===== config.mk =====
export PLATFORM = sky130hd
export DESIGN_NAME = sps_top
export DESIGN_NICKNAME = d
export VERILOG_FILES = /design/src/include/sps_pkg.sv /design/src/include/sps_flags_if.sv /design/src/hw/sps_prereg.sv /design/src/hw/sps_sync.sv /design/src/hw/sps_top.sv
export SDC_FILE = /design/constraint.sdc
export NUM_CORES = 1
export LEC_CHECK = 0
export BUFFER_PORTS_ARGS = -buffer_cell sky130_fd_sc_hd__buf_4
export CAP_MARGIN = 20
export CORE_ASPECT_RATIO = 2
export CORE_UTILIZATION = 55
export CTS_CLUSTER_DIAMETER = 200
export DETAILED_ROUTE_END_ITERATION = 12
export PLACE_DENSITY = 0.8
export SYNTH_ARGS = -nofsm -noshare
export SYNTH_HDL_FRONTEND = slang
export SYNTH_HIERARCHICAL = 1
export SYNTH_SLANG_ARGS = --single-unit

===== constraint.sdc =====
create_clock -name mclk_i -period 2.5 [get_ports mclk_i]
set_input_delay 0.25 -clock mclk_i [delete_from_list [all_inputs] [get_ports mclk_i]]
set_output_delay 0.25 -clock mclk_i [all_outputs]
set_load 0.05 [all_outputs]

===== src/include/sps_pkg.sv =====
// Package: constants and types for the protection sequencer
package sps_pkg;
   // ------------------------------------------------------------
   // Timing
   // ------------------------------------------------------------
   localparam int unsigned CLK_PERIOD_NS      = 4;
   localparam int unsigned PREREG_OFF_CYCLES  = 1024;
   localparam logic [10:0] PREREG_CNT_LIMIT   = 11'(PREREG_OFF_CYCLES);
   // Adaptive undervoltage shift, in millivolts
   localparam int unsigned UVLO_SHIFT_MV      = 2400;
   // Startup hysteresis band while latched off, in millivolts
   localparam int unsigned STARTUP_BAND_MV    = 500;
   // Reset values
   localparam logic        PREREG_RESET       = 1'b1;
   localparam logic [1:0]  SYNC_RESET         = 2'h0;

   // ------------------------------------------------------------
   // States
   // ------------------------------------------------------------
   typedef enum logic [2:0] {
      OCP_IDLE = 3'b001,
      OCP_WARN = 3'b010,
      OCP_STOP = 3'b100
   } sps_ocp_state_t;

   typedef enum logic [3:0] {
      SS_RAMP  = 4'b0001,
      SS_CLAMP = 4'b0010,
      SS_OVLD  = 4'b0100,
      SS_DRAIN = 4'b1000
   } sps_ss_state_t;
endpackage


===== src/include/sps_flags_if.sv =====
// Interface: synchronised comparator flags
`timescale 1ns/1ps
interface sps_flags_if;
   logic severe_ocp;
   logic comp_below_off;
   logic comp_above_on;
   logic comp_burst;
   logic comp_sat_high;
   logic comp_low_clamp;
   logic disable_trip;
   logic brownout;
   logic ss_at_clamp;
   logic ss_at_disable;
   logic ss_at_latch;
   logic switch_thermal;
   logic vcc_below_startup;
   logic vcc_below_band;
   modport src (output severe_ocp, comp_below_off, comp_above_on, comp_burst,
                comp_sat_high, comp_low_clamp, disable_trip, brownout, ss_at_clamp,
                ss_at_disable, ss_at_latch, switch_thermal, vcc_below_startup,
                vcc_below_band);
   modport dst (input severe_ocp, comp_below_off, comp_above_on, comp_burst,
                comp_sat_high, comp_low_clamp, disable_trip, brownout, ss_at_clamp,
                ss_at_disable, ss_at_latch, switch_thermal, vcc_below_startup,
                vcc_below_band);
endinterface


===== src/hw/sps_prereg.sv =====
// Pre-regulator supply switch with debounce and hysteresis
`timescale 1ns/1ps
module sps_prereg (
   input  wire logic mclk_i,
   input  wire logic arst_n_i,
   input  wire logic monitor_en_i,
   input  wire logic below_off_i,
   input  wire logic above_on_i,
   input  wire logic burst_i,
   output logic      closed_o,
   output logic      uvlo_shift_o
);
   import sps_pkg::*;
   logic [10:0] cnt_q;
   logic        closed_q;
   logic        shift_q;

   always_ff @(posedge mclk_i or negedge arst_n_i) begin
      if (!arst_n_i) begin
         cnt_q <= 11'h000;
      end else if (!monitor_en_i || !below_off_i || !closed_q) begin
         cnt_q <= 11'h000;
      end else if (cnt_q != PREREG_CNT_LIMIT) begin
         cnt_q <= cnt_q + 11'h001;
      end
   end

   // Open needs more than the debounce count; burst opens at once
   always_ff @(posedge mclk_i or negedge arst_n_i) begin
      if (!arst_n_i) begin
         closed_q <= PREREG_RESET;
      end else if (monitor_en_i && burst_i) begin
         closed_q <= 1'b0;
      end else if (closed_q && monitor_en_i && below_off_i && cnt_q == PREREG_CNT_LIMIT) begin
         closed_q <= 1'b0;
      end else if (!closed_q && monitor_en_i && above_on_i) begin
         closed_q <= 1'b1;
      end
   end

   always_ff @(posedge mclk_i or negedge arst_n_i) begin
      if (!arst_n_i) begin
         shift_q <= 1'b0;
      end else begin
         shift_q <= monitor_en_i && below_off_i;
      end
   end

   assign closed_o     = closed_q;
   assign uvlo_shift_o = shift_q;
endmodule


===== src/hw/sps_sync.sv =====
// Two-stage synchroniser bank for analog comparator flags
`timescale 1ns/1ps
module sps_sync (
   input  wire logic        mclk_i,
   input  wire logic        arst_n_i,
   input  wire logic [13:0] raw_i,
   sps_flags_if.src         flags
);
   import sps_pkg::*;
   logic [13:0] s1_q;
   logic [13:0] s2_q;

   genvar g;
   generate
      for (g = 0; g < 14; g++) begin : g_bit
         always_ff @(posedge mclk_i or negedge arst_n_i) begin
            if (!arst_n_i) begin
               s1_q[g] <= SYNC_RESET[0];
               s2_q[g] <= SYNC_RESET[0];
            end else begin
               s1_q[g] <= raw_i[g];
               s2_q[g] <= s1_q[g];
            end
         end
      end
   endgenerate

   assign flags.severe_ocp        = s2_q[0];
   assign flags.comp_below_off    = s2_q[1];
   assign flags.comp_above_on     = s2_q[2];
   assign flags.comp_burst        = s2_q[3];
   assign flags.comp_sat_high     = s2_q[4];
   assign flags.comp_low_clamp    = s2_q[5];
   assign flags.disable_trip      = s2_q[6];
   assign flags.brownout          = s2_q[7];
   assign flags.ss_at_clamp       = s2_q[8];
   assign flags.ss_at_disable     = s2_q[9];
   assign flags.ss_at_latch       = s2_q[10];
   assign flags.switch_thermal    = s2_q[11];
   assign flags.vcc_below_startup = s2_q[12];
   assign flags.vcc_below_band    = s2_q[13];
endmodule


===== src/hw/sps_top.sv =====
// Protection and supervision sequencer for an offline power controller
// ------------------------------------------------------------
// Behaviour
// ------------------------------------------------------------
// Behaviour
// - Watch the severe overcurrent comparator, set well above normal limit.
// - First severe trip moves idle to warning without stopping.
// - Warning returns idle on a clean cycle, stops on a second trip.
// - Stop may occasionally follow a third detection instead of the second.
// - Overcurrent stop stays latched until undervoltage lockout clears it.
// - Pre-regulator switch closed by default, opens below mode-dependent threshold.
// - Opens only after over 1024 cycles below; burst opens immediately.
// - Once open, closes only above the higher re-enable threshold.
// - Below off threshold, lower undervoltage lockout threshold by 2.4 V.
// - Stop when the pre-regulator switch thermal protection trips.
// - Disable input above reference shuts down at once, low consumption.
// - Disable shutdown latched, cleared only by undervoltage lockout.
// - Latched off, toggle startup generator between startup and 0.5 V below.
// - Brownout during latch-off stops generator until restart level clears latch.
// - At start-up charge soft-start with primary current, clamp at 2 V.
// - Overcurrent setpoint ramps from zero to feedforward value during ramp.
// - Control voltage monitors disabled until soft-start reaches clamp.
// - Control saturated high removes clamp, charges with quarter current.
// - Soft-start at 5 V disables device; two drops higher latches off.
// - Overload ending before 5 V stops second current, returns to clamp.
// - Grounded soft-start is not relied on to disable the gate driver.
// - Force feedforward input to ground in lockout, latch or low clamp.
// ------------------------------------------------------------
`timescale 1ns/1ps
module sps_top (
   input  wire logic mclk_i,
   input  wire logic arst_n_i,
   input  wire logic osc_cycle_i,
   input  wire logic severe_ocp_i,
   input  wire logic comp_below_off_i,
   input  wire logic comp_above_on_i,
   input  wire logic comp_burst_i,
   input  wire logic comp_sat_high_i,
   input  wire logic comp_low_clamp_i,
   input  wire logic latched_disable_in_i,
   input  wire logic brownout_sense_in_i,
   input  wire logic ss_at_clamp_i,
   input  wire logic ss_at_disable_i,
   input  wire logic ss_at_latch_i,
   input  wire logic switch_thermal_i,
   input  wire logic vcc_below_startup_i,
   input  wire logic vcc_below_band_i,
   output logic      run_o,
   output logic      low_power_o,
   output logic      latched_off_o,
   output logic      preregulator_supply_out_o,
   output logic      uvlo_shift_o,
   output logic      startup_gen_on_o,
   output logic      softstart_current_primary_o,
   output logic      softstart_current_overload_o,
   output logic      softstart_clamp_o,
   output logic      softstart_ramping_o,
   output logic      line_feedforward_in_ground_o
);
   import sps_pkg::*;

   // ------------------------------------------------------------
   // Synchronised flags
   // ------------------------------------------------------------
   sps_flags_if fl ();

   sps_sync u_sync (
      .mclk_i   (mclk_i),
      .arst_n_i (arst_n_i),
      .raw_i    ({vcc_below_band_i, vcc_below_startup_i, switch_thermal_i,
                  ss_at_latch_i, ss_at_disable_i, ss_at_clamp_i, brownout_sense_in_i,
                  latched_disable_in_i, comp_low_clamp_i, comp_sat_high_i,
                  comp_burst_i, comp_above_on_i, comp_below_off_i, severe_ocp_i}),
      .flags    (fl)
   );

   // ------------------------------------------------------------
   // Severe overcurrent hiccup logic
   // ------------------------------------------------------------
   // A trip is remembered until the next oscillator cycle boundary, so a
   // trip near the boundary is judged one cycle later: the third-detection case.
   sps_ocp_state_t ocp_q;
   logic           trip_seen_q;
   logic           ocp_stop;

   always_ff @(posedge mclk_i or negedge arst_n_i) begin
      if (!arst_n_i) begin
         trip_seen_q <= 1'b0;
      end else if (osc_cycle_i) begin
         trip_seen_q <= fl.severe_ocp;
      end else if (fl.severe_ocp) begin
         trip_seen_q <= 1'b1;
      end
   end

   always_ff @(posedge mclk_i or negedge arst_n_i) begin
      if (!arst_n_i) begin
         ocp_q <= OCP_IDLE;
      end else if (osc_cycle_i) begin
         case (ocp_q)
            OCP_IDLE: begin
               if (trip_seen_q) begin
                  ocp_q <= OCP_WARN;
               end
            end
            OCP_WARN: begin
               ocp_q <= trip_seen_q ? OCP_STOP : OCP_IDLE;
            end
            OCP_STOP: begin
               ocp_q <= OCP_STOP;
            end
            default: begin
               ocp_q <= OCP_IDLE;
            end
         endcase
      end
   end
   assign ocp_stop = (ocp_q == OCP_STOP);

   // ------------------------------------------------------------
   // Latched disable and thermal stop
   // ------------------------------------------------------------
   // Only undervoltage lockout (arst_n_i) clears these latches.
   logic dis_latch_q;
   logic therm_stop_q;
   logic ss_latch_q;
   logic any_latch;

   always_ff @(posedge mclk_i or negedge arst_n_i) begin
      if (!arst_n_i) begin
         dis_latch_q <= 1'b0;
      end else if (fl.disable_trip) begin
         dis_latch_q <= 1'b1;
      end
   end

   always_ff @(posedge mclk_i or negedge arst_n_i) begin
      if (!arst_n_i) begin
         therm_stop_q <= 1'b0;
      end else if (fl.switch_thermal) begin
         therm_stop_q <= 1'b1;
      end
   end

   // ------------------------------------------------------------
   // Soft-start sequencing
   // ------------------------------------------------------------
   sps_ss_state_t ss_q;
   logic          monitor_en;

   always_ff @(posedge mclk_i or negedge arst_n_i) begin
      if (!arst_n_i) begin
         ss_q <= SS_RAMP;
      end else begin
         case (ss_q)
            SS_RAMP: begin
               if (fl.ss_at_clamp) begin
                  ss_q <= SS_CLAMP;
               end
            end
            SS_CLAMP: begin
               if (fl.comp_sat_high) begin
                  ss_q <= SS_OVLD;
               end
            end
            SS_OVLD: begin
               if (!fl.comp_sat_high && !fl.ss_at_disable) begin
                  ss_q <= SS_DRAIN;
               end
            end
            SS_DRAIN: begin
               if (fl.comp_sat_high) begin
                  ss_q <= SS_OVLD;
               end else if (fl.ss_at_clamp) begin
                  ss_q <= SS_CLAMP;
               end
            end
            default: begin
               ss_q <= SS_RAMP;
            end
         endcase
      end
   end

   always_ff @(posedge mclk_i or negedge arst_n_i) begin
      if (!arst_n_i) begin
         ss_latch_q <= 1'b0;
      end else if (fl.ss_at_latch) begin
         ss_latch_q <= 1'b1;
      end
   end

   assign monitor_en = (ss_q != SS_RAMP);
   assign any_latch  = ocp_stop || dis_latch_q || therm_stop_q || ss_latch_q;

   // ------------------------------------------------------------
   // Pre-regulator switch
   // ------------------------------------------------------------
   logic prereg_closed;
   logic uvlo_shift;

   sps_prereg u_prereg (
      .mclk_i       (mclk_i),
      .arst_n_i     (arst_n_i),
      .monitor_en_i (monitor_en),
      .below_off_i  (fl.comp_below_off),
      .above_on_i   (fl.comp_above_on),
      .burst_i      (fl.comp_burst),
      .closed_o     (prereg_closed),
      .uvlo_shift_o (uvlo_shift)
   );

   // ------------------------------------------------------------
   // Startup generator while latched off
   // ------------------------------------------------------------
   logic hv_on_q;
   logic bo_hold_q;

   always_ff @(posedge mclk_i or negedge arst_n_i) begin
      if (!arst_n_i) begin
         bo_hold_q <= 1'b0;
      end else if (any_latch && fl.brownout) begin
         bo_hold_q <= 1'b1;
      end
   end

   always_ff @(posedge mclk_i or negedge arst_n_i) begin
      if (!arst_n_i) begin
         hv_on_q <= 1'b0;
      end else if (!any_latch || bo_hold_q || (any_latch && fl.brownout)) begin
         hv_on_q <= 1'b0;
      end else if (fl.vcc_below_band) begin
         hv_on_q <= 1'b1;
      end else if (!fl.vcc_below_startup) begin
         hv_on_q <= 1'b0;
      end
   end

   // ------------------------------------------------------------
   // Outputs (all but latched_off_o from flip-flops)
   // ------------------------------------------------------------
   // Run is gated here, not by soft-start level alone: a grounded
   // soft-start pin does not stop switching.
   logic run_q;
   logic lowp_q;
   logic ffg_q;
   logic pri_q;
   logic ovl_q;
   logic clamp_q;
   logic ramp_q;
   logic pre_q;

   always_ff @(posedge mclk_i or negedge arst_n_i) begin
      if (!arst_n_i) begin
         run_q   <= 1'b0;
         lowp_q  <= 1'b0;
         ffg_q   <= 1'b1;
         pri_q   <= 1'b0;
         ovl_q   <= 1'b0;
         clamp_q <= 1'b0;
         ramp_q  <= 1'b0;
         pre_q   <= PREREG_RESET;
      end else begin
         run_q   <= !any_latch && !fl.disable_trip && !fl.ss_at_disable
                    && !(ocp_q == OCP_WARN && trip_seen_q && osc_cycle_i);
         lowp_q  <= dis_latch_q || fl.disable_trip;
         ffg_q   <= any_latch || (monitor_en && fl.comp_low_clamp);
         pri_q   <= (ss_q == SS_RAMP) || (ss_q == SS_CLAMP);
         ovl_q   <= (ss_q == SS_OVLD);
         clamp_q <= (ss_q != SS_OVLD);
         ramp_q  <= (ss_q == SS_RAMP);
         pre_q   <= prereg_closed && !any_latch;
      end
   end

   assign run_o                        = run_q;
   assign low_power_o                  = lowp_q;
   assign latched_off_o                = any_latch;
   assign preregulator_supply_out_o    = pre_q;
   assign uvlo_shift_o                 = uvlo_shift;
   assign startup_gen_on_o             = hv_on_q;
   assign softstart_current_primary_o  = pri_q;
   assign softstart_current_overload_o = ovl_q;
   assign softstart_clamp_o            = clamp_q;
   assign softstart_ramping_o          = ramp_q;
   assign line_feedforward_in_ground_o = ffg_q;
endmodule


Word-level counts from Yosys, hierarchy flattened
Index checks and enable logic that the tools add are counted.
- add/subtract/negate cells: 1
- $mul: 0
- div/mod/pow operators: 0
- $lt $le $gt $ge: 0
- equality and inequality tests: 15
- shifts and indexed selects: 0
- muxes and demuxes: 18
- bitwise operators: 0
- reduce and logical (&&, ||, !) cells: 39
- operators with widths (cell ; count):
    two-way mux 11 bit ; 2
    logical AND 1 bit ; 16
    two-way mux 4 bit ; 4
    one-hot mux 4 bit (4 select lines) ; 1
    adder 11 x 1 -> 11 bit (second input constant) ; 1
    == test 11 bit (second input constant) ; 1
    != test 11 bit (second input constant) ; 1
    logical OR 1 bit ; 10
    one-hot mux 3 bit (3 select lines) ; 1
    logical NOT 1 bit ; 8
    two-way mux 1 bit ; 8
    two-way mux 3 bit ; 2
    == test 4 x 1 -> 1 bit (second input constant) ; 1
    == test 4 x 2 -> 1 bit (second input constant) ; 1
    == test 4 x 3 -> 1 bit (second input constant) ; 1
    == test 4 bit (second input constant) ; 1
    != test 2 bit (second input constant) ; 2
    != test 4 x 1 -> 1 bit (second input constant) ; 1
    != test 4 x 3 -> 1 bit (second input constant) ; 1
    AND reduction 2 bit ; 2
    nonzero test 2 bit ; 2
    == test 3 x 1 -> 1 bit (second input constant) ; 1
    == test 3 x 2 -> 1 bit (second input constant) ; 1
    == test 3 bit (second input constant) ; 1
    3 further kinds ; 3
- register bits: 62
- latch bits: 0
- bits in writable memories: 0
- ROM bits: 0
- output and inout port bits: 11
- memories: 0

Longest topological paths before layout
- depth in word-level cells: 8
- depth in mapped cells: 7
- gate-level depth less buffers: 5

By module
Netlist, hierarchy kept.
- modules (own cells, without submodules) (module ; instances ; cells each ; area an instance (µm²) ; sequential area each (µm²)):
    sps_top ; 1 ; 81 ; 913.4 ; 530.5
    sps_sync ; 1 ; 28 ; 700.7 ; 700.7
    sps_prereg ; 1 ; 69 ; 681.9 ; 326.6

Worst setup path after synthesis
No wires, ideal clock.
- path type: register -> register
- start point: reg ss_q[2]
- end point: reg u_prereg.cnt_q[8]
- setup time: 140 ps
- data arrival time: 1313 ps
- path slack: 1047 ps
- stages on the path, launching flop included: 7
- buffers on the path: 1
- clock period less this slack: 1453 ps
- path through: dfrtp_1 nor2_1 nand3_2 and3_1 clkbuf_1 o311ai_0 o41ai_1
- longest elaborated chain between the ends: 5
- elaborated cells on any way between the ends: 6
- those cells by class: eq/ne: 1; mux: 1; reduce/logical: 4
- RTL lines (what ; RTL line ; RTL):
    start: declaration ; sps_top.sv:148 ; sps_ss_state_t ss_q;
    start signal: assignment ; sps_top.sv:153 ; ss_q <= SS_RAMP;
    start signal: assignment ; sps_top.sv:158 ; ss_q <= SS_CLAMP;
    start signal: assignment ; sps_top.sv:163 ; ss_q <= SS_OVLD;
    != test 4 x 1 -> 1 bit (*) ; sps_top.sv:193 ; assign monitor_en = (ss_q != SS_RAMP);
    via monitor_en ; sps_top.sv:149 ; logic monitor_en;
    logical NOT 1 bit (*) ; sps_prereg.sv:21 ; end else if (!monitor_en_i || !below_off_i || !closed_q) begin
    logical OR 1 bit (*) (2 in a row) ; sps_prereg.sv:21 ;
    two-way mux 11 bit / nonzero test 2 bit (equally long branches) ; n/a ;
    end signal: assignment ; sps_prereg.sv:24 ; cnt_q <= cnt_q + 11'h001;
    end: declaration ; sps_prereg.sv:14 ; logic [10:0] cnt_q;
The timed path passes the listed nets; every way through them passes the cells marked *.
A chain may end at the register's enable or synchronous reset.

Final worst setup path
- start point: reg ocp_q[1]
- end point: out latched_off_o
- longest elaborated chain between the ends: 4
- RTL lines (what ; RTL line ; RTL):
    start: declaration ; sps_top.sv:82 ; sps_ocp_state_t ocp_q;
    start signal: assignment ; sps_top.sv:107 ; ocp_q <= trip_seen_q ? OCP_STOP : OCP_IDLE;
    == test 3 bit ; sps_top.sv:118 ; assign ocp_stop = (ocp_q == OCP_STOP);
    logical OR 1 bit (3 in a row) ; sps_top.sv:194 ; assign any_latch = ocp_stop || dis_latch_q || therm_stop_q || ss_latch_q;
    end: declaration ; sps_top.sv:50 ; output logic latched_off_o,
Every way passes these cells.

==> impl_results.md <==
- # DRC: 0
- Port Buffer Count: 27
- Vias in the first global route: about 1.5k
- Initial antenna violation count: 0
- Outcome: complete, no violations
- Ys flop type: dfrtp_1
- Largest cells by area after synthesis: dfrtp_1, dfstp_2, a21oi_1
- Non-filler cells, final: 268
- Setup Buffers After CTS: 0
- Vias per std cell: 5.51
- Layout area overhead: 19.3%
- CTS tree: done
- Mapped cell area: 2300 um^2
- Largest net degree at the start of global routing: 63
- Layout cell share with drive strength beyond 1: 0.272
- Fill cells: 293
- Placed inst area: 2540 um^2
- Num Clock Sinks: a little over 60
- Critical path class: flip-flop to output pin
- Post-cts sizing count: 0
- Vias: ~1.5k
- Mapped Nets: just under 200
- Starting density of the core: 0.585
- Post-detail-place hpwl: around 2900 um
- Post-synthesis cell type count: 45
- Die Span Y: 93.4 um
- Worst setup margin: 0.794 ns
- Worst Hold Class: input port to flip-flop
- Fraction of registers with async set or reset after synthesis: 1.00
- Register area: 1560 um^2
- Clk buf depth: 2
- DP Worst Slack: around 0.90 ns
- H-tree level count: 3
- Nets: 231
- Antenna-violating nets left: 0
- Hold Fails Final Rpt: 0
- Required @ worst endpoint: 2.25 ns
- Worst setup EP type: output pin
- Final WL: 3950 um
- Maximum clock frequency: 0.586 GHz
- Total Routing Usage GR: 0.214
- EDFF count, synth: 0
- Rows: 32
- Slew headroom: 0.520
- Static Leak: 0.00119 uW
- Final Util: 0.698
- Synth Register Bits: 62
- Gpl congestion: roughly 0.9
- Fin crit period: 1.71 ns
- Core area: 3920 um^2
- Root Driver: clkbuf_8
- Die Area: 4450 um^2
- Layout Skew: 0.00679 ns
- Worst-path clk slew: approximately 0.060 ns
- Antenna diodes: 0
- Die Span X: around 48 um
- First-pass DRT Iterations: 4
- Setup violation total in the final timing report: 0
- Peak supply drop: 0.686 mV
- Sequential share of the synthesized area: 0.678
- Post-route cell area: 2740 um^2
- Overflow after GRT: 0
- TNS Setup: 0 ns
- Startpoint type of the worst setup path: flip-flop
- Avg Synthesized Cell Area: 12.9 um^2
- Wire per inst: 14.7 um
- Yosys top cell area share: 0.621
- Synth area leader: dfrtp_1
- Placed Cells: 251
- Synth Warn #: 6
- Pwr/cell area: 850 nW/um^2
- Max Slew Vio Count: 0
- Worst-Margin Slew: 0.719 ns
- Post-Syn Instances: 178
- Clock Latency Late Sink: 0.33 ns
- Ports: 28
- Final Cycle Share: 0.683
- MaxCap Viol Count: 0
- Total CTS buffers: 9
- Maximum fanout along the worst path: 5
- Area of the multi-input gates: a little under 700 um^2
- Critical Path AT: about 1.5 ns
- RSZ-0062 raised after global routing: no
- Global-route wire length before repair: between 6000 and 7000 um
- Iteration-0 DRC Markers: 38
## report_power, final
part / leakage, uW / switching [uW] / total [uW] / internal [uW]
Combinational: 0.000355 / 234 / 363 / 129
Sequential: 0.000736 / 69.3 / 1170 / 1100
Clock: 0.0000970 / 329 / 798 / 470
Total: 0.00119 / 632 / 2330 / 1700
## cells in the mapped netlist (2+ instances only)
cell	number
dfrtp_1	57
a21oi_1	13
nand2_1	13
inv_1	9
nor2_1	8
nand3_1	7
dfstp_2	5
o22ai_1	4
or2_2	4
a21o_1	3
buf_2	3
mux2i_1	3
nand2b_1	3
o21ai_0	3
o31ai_1	3
or4_1	3
and2_1	2
and3_1	2
ha_1	2
nand2b_4	2
nor3_1	2
nor4_1	2
or3_1	2
xor2_1	2
## critical path: stages (launching register included)
cell      delay, ns
dfrtp_1        0.42
nand2b_1       0.20
o21a_4         0.22
inv_2          0.09
buf_4          0.20
## kinds of logic after synthesis
logic type               after synthesis  share of synthesized area
multiplexers                           3                     0.0131
flip-flops                            62                      0.678
buffers and inverters                 15                     0.0267
XOR/XNOR                               3                     0.0114
adder cells (fa/ha/maj)                2                     0.0109
AND/OR/NAND/NOR                       61                      0.168
AO/OA/AOI/OAI                         32                     0.0910
## cell usage in the layout (no fill, tap or decap), drive strengths merged
cell and instances:
dfrtp 57, buf 27, clkbuf 16, nand2 13, a21oi 13, inv 10, nor2 8, nand3 8
nand2b 6, dfstp 5, or2 5, o22ai 4, nor4 4, a21o 3, mux2i 3, o21ai 3
o31ai 3, or4 3, or3 3, nor3 2, and2 2, and3 2, xor2 2, ha 2
nand4 2, xnor2 1, o21a 1, and3b 1, a2bb2oi 1, nand3b 1, a32oi 1, dlygate4sd3 1
and4 1, a221oi 1, o311ai 1, o41ai 1
## sequential cells by signal (all words and copies together), names as in the netlist, 3 cells and up
register and flops:
ocp_q 3, u_sync/s1_q 14, u_prereg/cnt_q 11, ss_q 4
## worst paths after layout
path | from | end | slack (ns) | depth (start not counted)
setup / recovery | ocp_q[1] | latched_off_o | 0.79 | 4
hold / removal | comp_above_on_i | u_sync/s1_q[2] | 0.03 | 1
setup reg to reg | ss_q[1] | u_prereg/cnt_q[2] | 0.89 | 5
hold reg to reg | u_sync/s1_q[6] | u_sync/flags.disable_trip | 0.34 | 0
max in group asynchronous | arst_n_i | ss_q[1] | 1.49 | 2
min in group asynchronous | arst_n_i | dis_latch_q | 0.52 | 2
## final cells by class
cell class | instances | area share
Sequential cell | 62 | 0.569
Multi-Input combinational cell | 101 | 0.247
Timing Repair Buffer | 28 | 0.0777
Clock buffer | 16 | 0.0694
Tap cell | 51 | 0.0233
Inverter | 10 | 0.0137
## repair_timing
item / in CTS / in global routing
endpoints found under the setup margin: 0 / 0
hold buffers: 1 / 0
hold endpoints to repair: 9 / 0
## metrics by stage
step | hold WS [ns] | total power [uW]
6_report | 0.0282 | 2330
5_1_grt | 0.00616 | 2440
4_1_cts | 0.0144 | 2350
3_5_place_dp | 0.336 | 1550
3_3_place_gp | 0.332 | 1530
2_1_floorplan | -0.0456 | 1430
## layer usage
| layer | vias up | track usage | part of all wire | wire (um) |
|---|---|---|---|---|
| li1 | 683 | - | - | - |
| met1 | 734 | 0.201 | 0.36 | 1410 |
| met2 | 50 | 0.359 | 0.57 | 2270 |
| met3 | 11 | 0.0811 | 0.039 | 154 |
| met4 | 0 | 0.132 | 0.030 | 118 |
| met5 | - | 0 | 0 | 0 |
Note: power is estimated with default switching activity, not from simulation.
